===== config.mk =====
export PLATFORM = sky130hd
export DESIGN_NAME = ldc_top
export DESIGN_NICKNAME = d
export VERILOG_FILES = /design/src/ldc_pkg.sv /design/src/ldc_pwm_if.sv /design/src/ldc_pwm_gen.sv /design/src/ldc_top.sv
export SDC_FILE = /design/constraint.sdc
export NUM_CORES = 1
export LEC_CHECK = 0
export BUFFER_PORTS_ARGS = -buffer_cell sky130_fd_sc_hd__buf_2
export CAP_MARGIN = 20
export CORE_MARGIN = 3
export CORE_UTILIZATION = 55
export CTS_BUF_LIST = sky130_fd_sc_hd__clkbuf_16
export DETAILED_ROUTE_END_ITERATION = 8
export PLACE_DENSITY = 0.7
export SYNTH_ARGS = -nofsm -noshare
export SYNTH_HDL_FRONTEND = slang
export SYNTH_SLANG_ARGS = --single-unit

===== constraint.sdc =====
create_clock -name clk_in -period 3.5 [get_ports clk_in]
set_clock_uncertainty 0.1 [all_clocks]
set_input_delay 0.525 -clock clk_in [delete_from_list [all_inputs] [get_ports clk_in]]
set_output_delay 0.525 -clock clk_in [all_outputs]
set_load 0.02 [all_outputs]

===== src/ldc_pkg.sv =====
package ldc_pkg;

   // ----------------------------------------------------------------
   // clock and timing
   // ----------------------------------------------------------------
   localparam int LDC_CLK_HZ = 50_000_000;
   localparam int LDC_CLK_MHZ = 50;
   localparam int LDC_CLK_NS = 20;

   // full ramp durations, microseconds
   localparam int LDC_RAMP_FAST_US = 15_000;
   localparam int LDC_RAMP_HALF_US = 500_000;
   localparam int LDC_RAMP_ONE_US = 1_000_000;
   localparam int LDC_RAMP_TWO_US = 2_000_000;
   localparam int LDC_RAMP_STEPS = 63;
   localparam int LDC_RAMP_W = 22;

   // pwm base clock rates, hertz
   localparam int LDC_BASE0_HZ = 8770;
   localparam int LDC_BASE1_HZ = 4390;
   localparam int LDC_BASE2_HZ = 2920;
   localparam int LDC_BASE3_HZ = 2190;
   localparam int LDC_DIV_W = 16;

   // glitch filter: pulses shorter than this are dropped
   localparam int LDC_FILT_NS = 50;
   localparam int LDC_FILT_CYC = (LDC_FILT_NS + LDC_CLK_NS - 1) / LDC_CLK_NS;
   localparam int LDC_FILT_W = 3;

   // ----------------------------------------------------------------
   // serial port
   // ----------------------------------------------------------------
   localparam int LDC_BYTE_W = 8;
   localparam logic [7:0] LDC_WR_ADDR = 8'h12;
   localparam logic [7:0] LDC_RD_ADDR = 8'h13;
   localparam logic [3:0] LDC_BIT_LAST = 4'h8;
   localparam logic [3:0] LDC_TX_LAST = 4'h7;
   localparam int LDC_NUM_REGS = 4;
   localparam logic [1:0] LDC_SUB_BUCK = 2'h0;
   localparam logic [1:0] LDC_SUB_CTRL = 2'h1;
   localparam logic [1:0] LDC_SUB_DAC = 2'h2;
   localparam logic [1:0] LDC_SUB_PWM = 2'h3;
   localparam logic [7:0] LDC_REG_RST = 8'h00;

   // ----------------------------------------------------------------
   // field layout
   // ----------------------------------------------------------------
   localparam int LDC_EN_BIT = 0;
   localparam int LDC_RAMP_A_BIT = 1;
   localparam int LDC_RAMP_B_BIT = 2;
   localparam int LDC_MODE_A_BIT = 3;
   localparam int LDC_MODE_B_BIT = 4;
   localparam int LDC_BASE_A_BIT = 5;
   localparam int LDC_BASE_B_BIT = 6;
   localparam int LDC_DAC_W = 6;
   localparam int LDC_CNT_W = 4;
   localparam int LDC_HIGH_LSB = 4;
   localparam int LDC_PERIOD_LSB = 0;

   // one-hot serial port states
   typedef enum logic [6:0] {
      LDC_ST_IDLE = 7'h01,
      LDC_ST_ADDR = 7'h02,
      LDC_ST_SUB = 7'h04,
      LDC_ST_DATA = 7'h08,
      LDC_ST_ACK = 7'h10,
      LDC_ST_READ = 7'h20,
      LDC_ST_SKIP = 7'h40
   } ldc_port_state_type;

endpackage


===== src/ldc_pwm_if.sv =====
`timescale 1ns/1ns
interface ldc_pwm_if;
   import ldc_pkg::*;
   logic base_tick;
   logic run;
   logic [LDC_CNT_W-1:0] high_count;
   logic [LDC_CNT_W-1:0] period_count;
   logic pwm_on;

   modport ctrl (
      output base_tick,
      output run,
      output high_count,
      output period_count,
      input pwm_on
   );

   modport gen (
      input base_tick,
      input run,
      input high_count,
      input period_count,
      output pwm_on
   );
endinterface


===== src/ldc_pwm_gen.sv =====
`timescale 1ns/1ns
module ldc_pwm_gen (
   input wire logic clk_in,
   input wire logic rst_n_in,
   ldc_pwm_if.gen pwm_bus
);
   import ldc_pkg::*;

   logic [LDC_CNT_W-1:0] phase;
   logic period_zero;
   logic phase_wrap;
   logic next_on;

   // ----------------------------------------------------------------
   // phase counter over base clock ticks
   // ----------------------------------------------------------------
   assign period_zero = (pwm_bus.period_count == '0);
   assign phase_wrap = (phase >= pwm_bus.period_count - 1'b1);
   // high count above period: phase always below it, so full duty
   assign next_on = pwm_bus.run & ~period_zero
      & (phase < pwm_bus.high_count);

   // counter restarts whenever the generator is idle
   always_ff @(posedge clk_in or negedge rst_n_in) begin
      if (!rst_n_in) begin
         phase <= '0;
      end else if (!pwm_bus.run || period_zero) begin
         phase <= '0;
      end else if (pwm_bus.base_tick) begin
         phase <= phase_wrap ? '0 : phase + 1'b1;
      end
   end

   // registered so the sink and boost gates never see a glitch
   always_ff @(posedge clk_in or negedge rst_n_in) begin
      if (!rst_n_in) begin
         pwm_bus.pwm_on <= 1'b0;
      end else begin
         pwm_bus.pwm_on <= next_on;
      end
   end
endmodule


===== src/ldc_top.sv =====
`timescale 1ns/1ns

module ldc_top #(
   parameter int RAMP_STEP0 = ldc_pkg::LDC_RAMP_FAST_US
      * ldc_pkg::LDC_CLK_MHZ / ldc_pkg::LDC_RAMP_STEPS,
   parameter int RAMP_STEP1 = ldc_pkg::LDC_RAMP_HALF_US
      * ldc_pkg::LDC_CLK_MHZ / ldc_pkg::LDC_RAMP_STEPS,
   parameter int RAMP_STEP2 = ldc_pkg::LDC_RAMP_ONE_US
      * ldc_pkg::LDC_CLK_MHZ / ldc_pkg::LDC_RAMP_STEPS,
   parameter int RAMP_STEP3 = ldc_pkg::LDC_RAMP_TWO_US
      * ldc_pkg::LDC_CLK_MHZ / ldc_pkg::LDC_RAMP_STEPS,
   parameter int BASE_DIV0 = ldc_pkg::LDC_CLK_HZ
      / ldc_pkg::LDC_BASE0_HZ,
   parameter int BASE_DIV1 = ldc_pkg::LDC_CLK_HZ
      / ldc_pkg::LDC_BASE1_HZ,
   parameter int BASE_DIV2 = ldc_pkg::LDC_CLK_HZ
      / ldc_pkg::LDC_BASE2_HZ,
   parameter int BASE_DIV3 = ldc_pkg::LDC_CLK_HZ
      / ldc_pkg::LDC_BASE3_HZ
) (
   input wire logic clk_in,
   input wire logic rst_n_in,
   input wire logic uvlo_in,
   input wire logic scl_in,
   input wire logic sda_in,
   output logic sda_out,
   output logic sda_oe_out,
   input wire logic [ldc_pkg::LDC_BYTE_W-1:0] status_in,
   output logic [ldc_pkg::LDC_BYTE_W-1:0] buck_ctrl_out,
   output logic [ldc_pkg::LDC_DAC_W-1:0] led_code_out,
   output logic led_active_out,
   output logic sink_on_out,
   output logic boost_on_out,
   output logic standby_src_out,
   output logic boost_fb_mode_out,
   output logic pwm_out
);
   import ldc_pkg::*;

   // ----------------------------------------------------------------
   // declarations
   // ----------------------------------------------------------------
   logic [1:0] raw_line;
   logic [1:0] filt_line;
   logic scl_f;
   logic sda_f;
   logic scl_q;
   logic sda_q;
   logic scl_rise;
   logic scl_fall;
   logic start_det;
   logic stop_det;

   ldc_port_state_type state;
   ldc_port_state_type next_state;
   ldc_port_state_type after_ack;
   ldc_port_state_type next_after;
   ldc_port_state_type ack_target;
   logic [3:0] bit_cnt;
   logic [3:0] next_cnt;
   logic [7:0] shreg;
   logic [7:0] tx;
   logic [7:0] next_tx;
   logic next_oe;
   logic rx_state;
   logic byte_done;
   logic addr_wr;
   logic addr_rd;
   logic [1:0] sub_sel;
   logic hold_we;
   logic pending;
   logic commit;

   logic [7:0] hold [LDC_NUM_REGS];
   logic [7:0] act [LDC_NUM_REGS];

   logic [7:0] ctrl;
   logic led_en;
   logic [1:0] ramp_sel;
   logic [1:0] base_sel;
   logic drive_mode_bit_a;
   logic drive_mode_bit_b;
   logic mode_pwm;
   logic mode_boost;
   logic mode_cc;
   logic [LDC_DAC_W-1:0] dac_code;
   logic [LDC_DAC_W-1:0] target;
   logic [LDC_DAC_W-1:0] level;
   logic [LDC_RAMP_W-1:0] ramp_cnt;
   logic [LDC_RAMP_W-1:0] ramp_lim;
   logic ramp_step;
   logic driver_active;
   logic [LDC_DIV_W-1:0] div_cnt;
   logic [LDC_DIV_W-1:0] div_lim;
   logic base_tick;

   ldc_pwm_if pwm_bus ();

   // ----------------------------------------------------------------
   // input glitch filters
   // ----------------------------------------------------------------
   // a line only changes after it has held its new level for
   // the whole filter window; costs a few cycles of latency
   assign raw_line = {scl_in, sda_in};

   for (genvar g = 0; g < 2; g++) begin : g_filt
      logic [LDC_FILT_W-1:0] cnt;
      logic val;
      always_ff @(posedge clk_in or negedge rst_n_in) begin
         if (!rst_n_in) begin
            cnt <= '0;
            val <= 1'b1;
         end else if (raw_line[g] == val) begin
            cnt <= '0;
         end else if (cnt == LDC_FILT_W'(LDC_FILT_CYC - 1)) begin
            cnt <= '0;
            val <= raw_line[g];
         end else begin
            cnt <= cnt + 1'b1;
         end
      end
      assign filt_line[g] = val;
   end

   assign scl_f = filt_line[1];
   assign sda_f = filt_line[0];

   // previous filtered levels for edge detection
   always_ff @(posedge clk_in or negedge rst_n_in) begin
      if (!rst_n_in) begin
         scl_q <= 1'b1;
         sda_q <= 1'b1;
      end else begin
         scl_q <= scl_f;
         sda_q <= sda_f;
      end
   end

   // bus events; both lines idle high between transfers
   assign scl_rise = scl_f & ~scl_q;
   assign scl_fall = ~scl_f & scl_q;
   assign start_det = scl_f & scl_q & sda_q & ~sda_f;
   assign stop_det = scl_f & scl_q & ~sda_q & sda_f;

   // ----------------------------------------------------------------
   // serial slave state machine
   // ----------------------------------------------------------------
   assign rx_state = (state == LDC_ST_ADDR) | (state == LDC_ST_SUB)
      | (state == LDC_ST_DATA);
   assign byte_done = rx_state & scl_fall & (bit_cnt == LDC_BIT_LAST);
   assign addr_wr = (shreg == LDC_WR_ADDR);
   assign addr_rd = (shreg == LDC_RD_ADDR);
   // exactly three bytes per write, then ignore until start
   assign ack_target = (state == LDC_ST_ADDR)
      ? (addr_rd ? LDC_ST_READ : LDC_ST_SUB)
      : ((state == LDC_ST_SUB) ? LDC_ST_DATA : LDC_ST_SKIP);
   assign hold_we = byte_done & (state == LDC_ST_DATA);

   // next state, counters and data line drive
   always_comb begin
      next_state = state;
      next_after = after_ack;
      next_cnt = bit_cnt;
      next_oe = sda_oe_out;
      next_tx = tx;
      if (start_det) begin
         next_state = LDC_ST_ADDR;
         next_cnt = '0;
         next_oe = 1'b0;
      end else if (stop_det) begin
         next_state = LDC_ST_IDLE;
         next_oe = 1'b0;
      end else begin
         case (state)
            LDC_ST_ADDR, LDC_ST_SUB, LDC_ST_DATA: begin
               if (scl_rise) begin
                  next_cnt = bit_cnt + 1'b1;
               end else if (byte_done) begin
                  next_cnt = '0;
                  if (state == LDC_ST_ADDR && !addr_wr && !addr_rd) begin
                     next_state = LDC_ST_SKIP; // not our address
                  end else begin
                     next_state = LDC_ST_ACK;
                     next_after = ack_target;
                     next_oe = 1'b1;
                  end
               end
            end
            LDC_ST_ACK: begin
               if (scl_fall) begin
                  next_state = after_ack;
                  next_oe = 1'b0;
                  if (after_ack == LDC_ST_READ) begin
                     next_tx = status_in;
                     next_oe = ~status_in[7];
                  end
               end
            end
            LDC_ST_READ: begin
               if (scl_fall) begin
                  next_cnt = bit_cnt + 1'b1;
                  if (bit_cnt == LDC_TX_LAST) begin
                     // release for the master's acknowledge
                     next_oe = 1'b0;
                     next_state = LDC_ST_SKIP;
                  end else begin
                     next_tx = {tx[6:0], 1'b0};
                     next_oe = ~tx[6];
                  end
               end
            end
            LDC_ST_IDLE, LDC_ST_SKIP: begin
               next_state = state;
            end
            default: begin
               next_state = LDC_ST_IDLE;
               next_oe = 1'b0;
            end
         endcase
      end
   end

   // state registers; undervoltage drops any transfer at once
   always_ff @(posedge clk_in or negedge rst_n_in) begin
      if (!rst_n_in) begin
         state <= LDC_ST_IDLE;
         after_ack <= LDC_ST_IDLE;
         bit_cnt <= '0;
         tx <= '0;
         sda_oe_out <= 1'b0;
      end else if (uvlo_in) begin
         state <= LDC_ST_IDLE;
         after_ack <= LDC_ST_IDLE;
         bit_cnt <= '0;
         tx <= '0;
         sda_oe_out <= 1'b0;
      end else begin
         state <= next_state;
         after_ack <= next_after;
         bit_cnt <= next_cnt;
         tx <= next_tx;
         sda_oe_out <= next_oe;
      end
   end

   // msb first receive shift and sub-address pointer
   always_ff @(posedge clk_in or negedge rst_n_in) begin
      if (!rst_n_in) begin
         shreg <= '0;
         sub_sel <= '0;
      end else if (uvlo_in) begin
         shreg <= '0;
         sub_sel <= '0;
      end else begin
         if (rx_state && scl_rise) begin
            shreg <= {shreg[6:0], sda_f};
         end
         if (byte_done && state == LDC_ST_SUB) begin
            sub_sel <= shreg[1:0]; // upper pointer bits alias
         end
      end
   end

   // open drain: the pad only ever pulls low
   assign sda_out = 1'b0;

   // ----------------------------------------------------------------
   // holding and active setting latches
   // ----------------------------------------------------------------
   // any stop, even after other chips were addressed, commits
   assign commit = stop_det & pending;

   // a write landing with the stop still counts as pending
   always_ff @(posedge clk_in or negedge rst_n_in) begin
      if (!rst_n_in) begin
         pending <= 1'b0;
      end else if (uvlo_in) begin
         pending <= 1'b0;
      end else begin
         pending <= hold_we | (pending & ~commit);
      end
   end

   for (genvar r = 0; r < LDC_NUM_REGS; r++) begin : g_reg
      always_ff @(posedge clk_in or negedge rst_n_in) begin
         if (!rst_n_in) begin
            hold[r] <= LDC_REG_RST;
            act[r] <= LDC_REG_RST;
         end else if (uvlo_in) begin
            hold[r] <= LDC_REG_RST;
            act[r] <= LDC_REG_RST;
         end else begin
            if (hold_we && sub_sel == 2'(r)) begin
               hold[r] <= shreg;
            end
            if (commit) begin
               act[r] <= hold[r];
            end
         end
      end
   end

   // ----------------------------------------------------------------
   // setting decode
   // ----------------------------------------------------------------
   assign ctrl = act[LDC_SUB_CTRL];
   assign led_en = ctrl[LDC_EN_BIT];
   assign ramp_sel = {ctrl[LDC_RAMP_B_BIT], ctrl[LDC_RAMP_A_BIT]};
   assign base_sel = {ctrl[LDC_BASE_B_BIT], ctrl[LDC_BASE_A_BIT]};
   assign drive_mode_bit_a = ctrl[LDC_MODE_A_BIT];
   assign drive_mode_bit_b = ctrl[LDC_MODE_B_BIT];
   assign mode_pwm = ~drive_mode_bit_a & drive_mode_bit_b;
   assign mode_boost = drive_mode_bit_a & ~drive_mode_bit_b;
   // both bits set is not a defined mode; fall back to cc
   assign mode_cc = ~mode_pwm & ~mode_boost;
   assign dac_code = act[LDC_SUB_DAC][LDC_DAC_W-1:0];

   // ----------------------------------------------------------------
   // gradation ramp
   // ----------------------------------------------------------------
   // one dac step per interval, so a full 0..63 sweep takes the
   // chosen duration; shorter sweeps finish proportionally sooner
   assign ramp_lim = (ramp_sel == 2'h0) ? LDC_RAMP_W'(RAMP_STEP0 - 1)
      : (ramp_sel == 2'h1) ? LDC_RAMP_W'(RAMP_STEP1 - 1)
      : (ramp_sel == 2'h2) ? LDC_RAMP_W'(RAMP_STEP2 - 1)
      : LDC_RAMP_W'(RAMP_STEP3 - 1);
   assign target = led_en ? dac_code : '0;
   // at or above: a faster speed picked mid-wait must not strand the count
   assign ramp_step = (ramp_cnt >= ramp_lim);

   always_ff @(posedge clk_in or negedge rst_n_in) begin
      if (!rst_n_in) begin
         ramp_cnt <= '0;
         level <= '0;
      end else if (level == target) begin
         ramp_cnt <= '0;
      end else if (ramp_step) begin
         ramp_cnt <= '0;
         level <= (level < target) ? level + 1'b1 : level - 1'b1;
      end else begin
         ramp_cnt <= ramp_cnt + 1'b1;
      end
   end

   // driver stays on until the ramp down has reached zero
   assign driver_active = led_en | (level != '0);

   // ----------------------------------------------------------------
   // pwm base clock and generator
   // ----------------------------------------------------------------
   assign div_lim = (base_sel == 2'h0) ? LDC_DIV_W'(BASE_DIV0 - 1)
      : (base_sel == 2'h1) ? LDC_DIV_W'(BASE_DIV1 - 1)
      : (base_sel == 2'h2) ? LDC_DIV_W'(BASE_DIV2 - 1)
      : LDC_DIV_W'(BASE_DIV3 - 1);
   assign base_tick = (div_cnt >= div_lim);

   // free running; a selection change applies at once to the count in progress
   always_ff @(posedge clk_in or negedge rst_n_in) begin
      if (!rst_n_in) begin
         div_cnt <= '0;
      end else if (base_tick) begin
         div_cnt <= '0;
      end else begin
         div_cnt <= div_cnt + 1'b1;
      end
   end

   assign pwm_bus.base_tick = base_tick;
   assign pwm_bus.run = mode_pwm & driver_active;
   assign pwm_bus.high_count =
      act[LDC_SUB_PWM][LDC_HIGH_LSB +: LDC_CNT_W];
   assign pwm_bus.period_count =
      act[LDC_SUB_PWM][LDC_PERIOD_LSB +: LDC_CNT_W];

   ldc_pwm_gen u_pwm (
      .clk_in(clk_in),
      .rst_n_in(rst_n_in),
      .pwm_bus(pwm_bus.gen)
   );

   // ----------------------------------------------------------------
   // output drive
   // ----------------------------------------------------------------
   // sink and boost share the same pwm phase in pwm mode
   always_ff @(posedge clk_in or negedge rst_n_in) begin
      if (!rst_n_in) begin
         led_code_out <= '0;
         led_active_out <= 1'b0;
         sink_on_out <= 1'b0;
         boost_on_out <= 1'b0;
         standby_src_out <= 1'b0;
         boost_fb_mode_out <= 1'b0;
         pwm_out <= 1'b0;
         buck_ctrl_out <= '0;
      end else begin
         led_code_out <= level;
         led_active_out <= driver_active;
         sink_on_out <= driver_active
            & (mode_cc | (mode_pwm & pwm_bus.pwm_on));
         boost_on_out <= driver_active
            & (~mode_pwm | pwm_bus.pwm_on);
         standby_src_out <= mode_pwm;
         boost_fb_mode_out <= mode_boost;
         pwm_out <= mode_pwm & pwm_bus.pwm_on;
         buck_ctrl_out <= act[LDC_SUB_BUCK];
      end
   end
endmodule


==> results.json <==
{
  "status": "complete, no violations",
  "grt_pass1_vias": 6304,
  "cap_viol_max_count": 0,
  "synthCells": 923,
  "rows": 45,
  "grt_max_degree": 76,
  "grt.total_usage": 0.2051,
  "avgViaCountPerCell": 5.424,
  "synth_nets": 996,
  "hp-class": "input pin to async pin",
  "routed-wl-met3_um": 520,
  "wl_met1_um": 8248,
  "seq_area_frac_synth": 0.4826,
  "clkSlewWorstSetupHoldPaths_ns": 0.07,
  "nets": 1019,
  "drcViolationCount": 0,
  "dieArea_sq_mm": 0.01781,
  "start_util": 0.5750,
  "power_density_mw_per_mm2": 459.6,
  "first_pass_iters": 4,
  "crit_type": "flip-flop to flip-flop",
  "drtIter0Drc": 359,
  "dr_wl_met2_um": 8048,
  "cp_cell_sequence": "inv_1, ha_1, nor2_1, inv_1, ha_1, maj3_1, a311oi_1, o31ai_1, a22o_1, o21ba_2, mux2_2",
  "drv_slew": 0,
  "synth_top_area_cell": "dfrtp_1",
  "cts_max_level": 4,
  "synthArstFlopShare": 1.000,
  "io_buffers": 33,
  "wl_per_cell_um": 14.53,
  "ioPinCount": 35,
  "postCtsHoldBufs": 0,
  "setup_viol": 0,
  "top_layer": "met4",
  "relSlewSlack": 0.5199,
  "gr-total-overflow": 0,
  "synth_top_area_share": 0.4649,
  "final_core_util": 0.6382,
  "antenna_cells": 0,
  "total_power_mw": 4.558,
  "fillers": 1311,
  "synthTopCellsByCount": "dfrtp_1, nand2_1, nor2_1",
  "cts_tree": "built",
  "coreArea_sq_mm": 0.01554,
  "synth_ff_type": "dfrtp_1",
  "yosysMostFrequentCell": "dfrtp_1",
  "grt_pass1_wl_um": 30220,
  "crit_fanout": 9,
  "postCtsSetupBuffers": 0,
  "worstPathRequired_ns": 3.72,
  "max_freq_mhz": 321.0,
  "ys_seq_elements": 172,
  "place.gp.congestion": 0.8225,
  "worst_pin_slew_ns": 0.7135,
  "avgSynthCellArea_sq_um": 9.680,
  "antenna_found_initial": 0,
  "clock_tree.root_cell": "clkbuf_16",
  "rsz0062_at_grt": "no",
  "hpwl_um": 11490,
  "hold_violations": 0,
  "synth_area_sq_mm": 0.008935,
  "synth_warnings": 0,
  "cp_slowest_stage_delay_ns": 0.41,
  "placed_area_sq_mm": 0.009283,
  "crit_path_end_kind": "flip-flop",
  "post_cts_resized": 0,
  "yosys-top-cells-area": "dfrtp_1, ha_1, nand2_1",
  "antenna_left": 0,
  "peakVddDrop_v": 0.0003956,
  "synth_edf_count": 0,
  "cp_data_arrival_time_ns": 3.33,
  "p_leak_nw": 4.752,
  "area_growth_pct": 10.99,
  "drive_gt1_frac": 0.1074,
  "timing.setup.tns_ns": 0,
  "finalCritPeriodShare": 0.8902,
  "num_vias": 6346,
  "fin_crit_ns": 3.116,
  "stdcell_area_sq_mm": 0.009917,
  "synth_cell_types": 70,
  "clk_latency_ns": 0.44,
  "die_w_um": 133.5,
  "die_y_um": 133.5,
  "cts_made_buffers": 17,
  "clock_path_buffers": 2,
  "cp-start-kind": "flip-flop",
  "critPathSlowestCell": "dfrtp_1",
  "routed_wl_um": 17010,
  "hold_ws_ns": 0.01302,
  "cts_sinks": 172
}
## where the power goes
part | switching (mW) | internal, mW | total [mW]
clock | 0.857 | 1.08 | 1.94
combinational | 0.238 | 0.174 | 0.412
sequential | 0.114 | 2.09 | 2.21
total | 1.21 | 3.35 | 4.56
## area by class of cell
| class | instances | area (sq um) | area share |
|---|---|---|---|
| inverters | 35 | 131.4 | 0.01325 |
| clock buffers | 17 | 425.4 | 0.04290 |
| multi-input cells | 679 | 4327 | 0.4363 |
| well taps | 211 | 264.0 | 0.02662 |
| flip-flops and latches | 172 | 4312 | 0.4348 |
| clock inverters | 15 | 181.4 | 0.01829 |
| repair buffers | 41 | 276.5 | 0.02788 |
## worst max-delay path, delay by kind of cell, from the launching register on
family,cells,cell delay (ns)
muxes,1,0.35
DFF,1,0.41
and+or+nand+nor,1,0.21
adders and majority gates,3,0.79
buffers and inverters,2,0.20
AOI/OAI and AO/OA,4,0.94
## state kept, by name, summed over array words and instances, names as in the netlist, 7 cells and up
signal / flops
act: 22
buck_ctrl_out: 8
ctrl: 7
div_cnt: 16
hold: 29
ramp_cnt: 22
shreg: 8
state: 7
tx: 7
## cells by family (layout without fill, tap and decap cells)
kind of cell	count (synthesis)	in the layout	synth area share
adders and majority gates	61	61	0.08598
xor gates and xnor gates	51	51	0.04999
buffers and inverters	72	108	0.03319
other	1	1	0.0004197
DFF	172	172	0.4826
AOI/OAI and AO/OA	143	143	0.09551
and+or+nand+nor	379	379	0.2018
muxes	44	44	0.05055
## cells in the final DEF (no fill, tap or decap), drive strengths merged, types with 6 or more instances in the layout
cell type / Yosys / layout
nand4: 6 / 6
inv: 35 / 44
a21oi: 64 / 64
nor2b: 12 / 12
xnor2: 20 / 20
nand3: 29 / 29
and2: 9 / 9
nand2: 144 / 144
mux2: 9 / 9
a21o: 8 / 8
dfstp: 6 / 6
dfrtp: 166 / 166
clkbuf: 27 / 17
nor2: 103 / 103
ha: 59 / 59
nor3: 21 / 21
buf: 10 / 41
o21ai: 32 / 32
mux2i: 35 / 35
xor2: 31 / 31
and3: 9 / 9
nand2b: 15 / 15
## worst paths after layout
check | startpoint | cells past startpoint | endpoint | slack, ns
min | rst_n_in | 1 | ramp_cnt[12] | 0.01
max | ctrl[1] | 11 | level[1] | 0.38
min reg2reg | act[25] | 0 | buck_ctrl_out[1] | 0.28
max reg2reg | ctrl[1] | 11 | level[1] | 0.38
min in group clk_in | scl_in | 3 | g_filt[1].val | 0.23
max in group asynchronous | rst_n_in | 2 | state[0] | 2.54
## stage by stage
step	setup WS, ns	cells
after floorplan	0.5722	923
after global placement	0.4776	1137
after detailed placement	0.3815	1137
after CTS	0.3585	1169
after global routing	0.1078	1170
final	0.3845	1170
## routing by layer
metal,GRT usage,vias up
li1,-,3164
met1,0.2826,3091
met2,0.3313,75
met3,0.04041,16
met4,0.06343,0
met5,0,-
No activity file was read; power rests on OpenSTA's default activity.
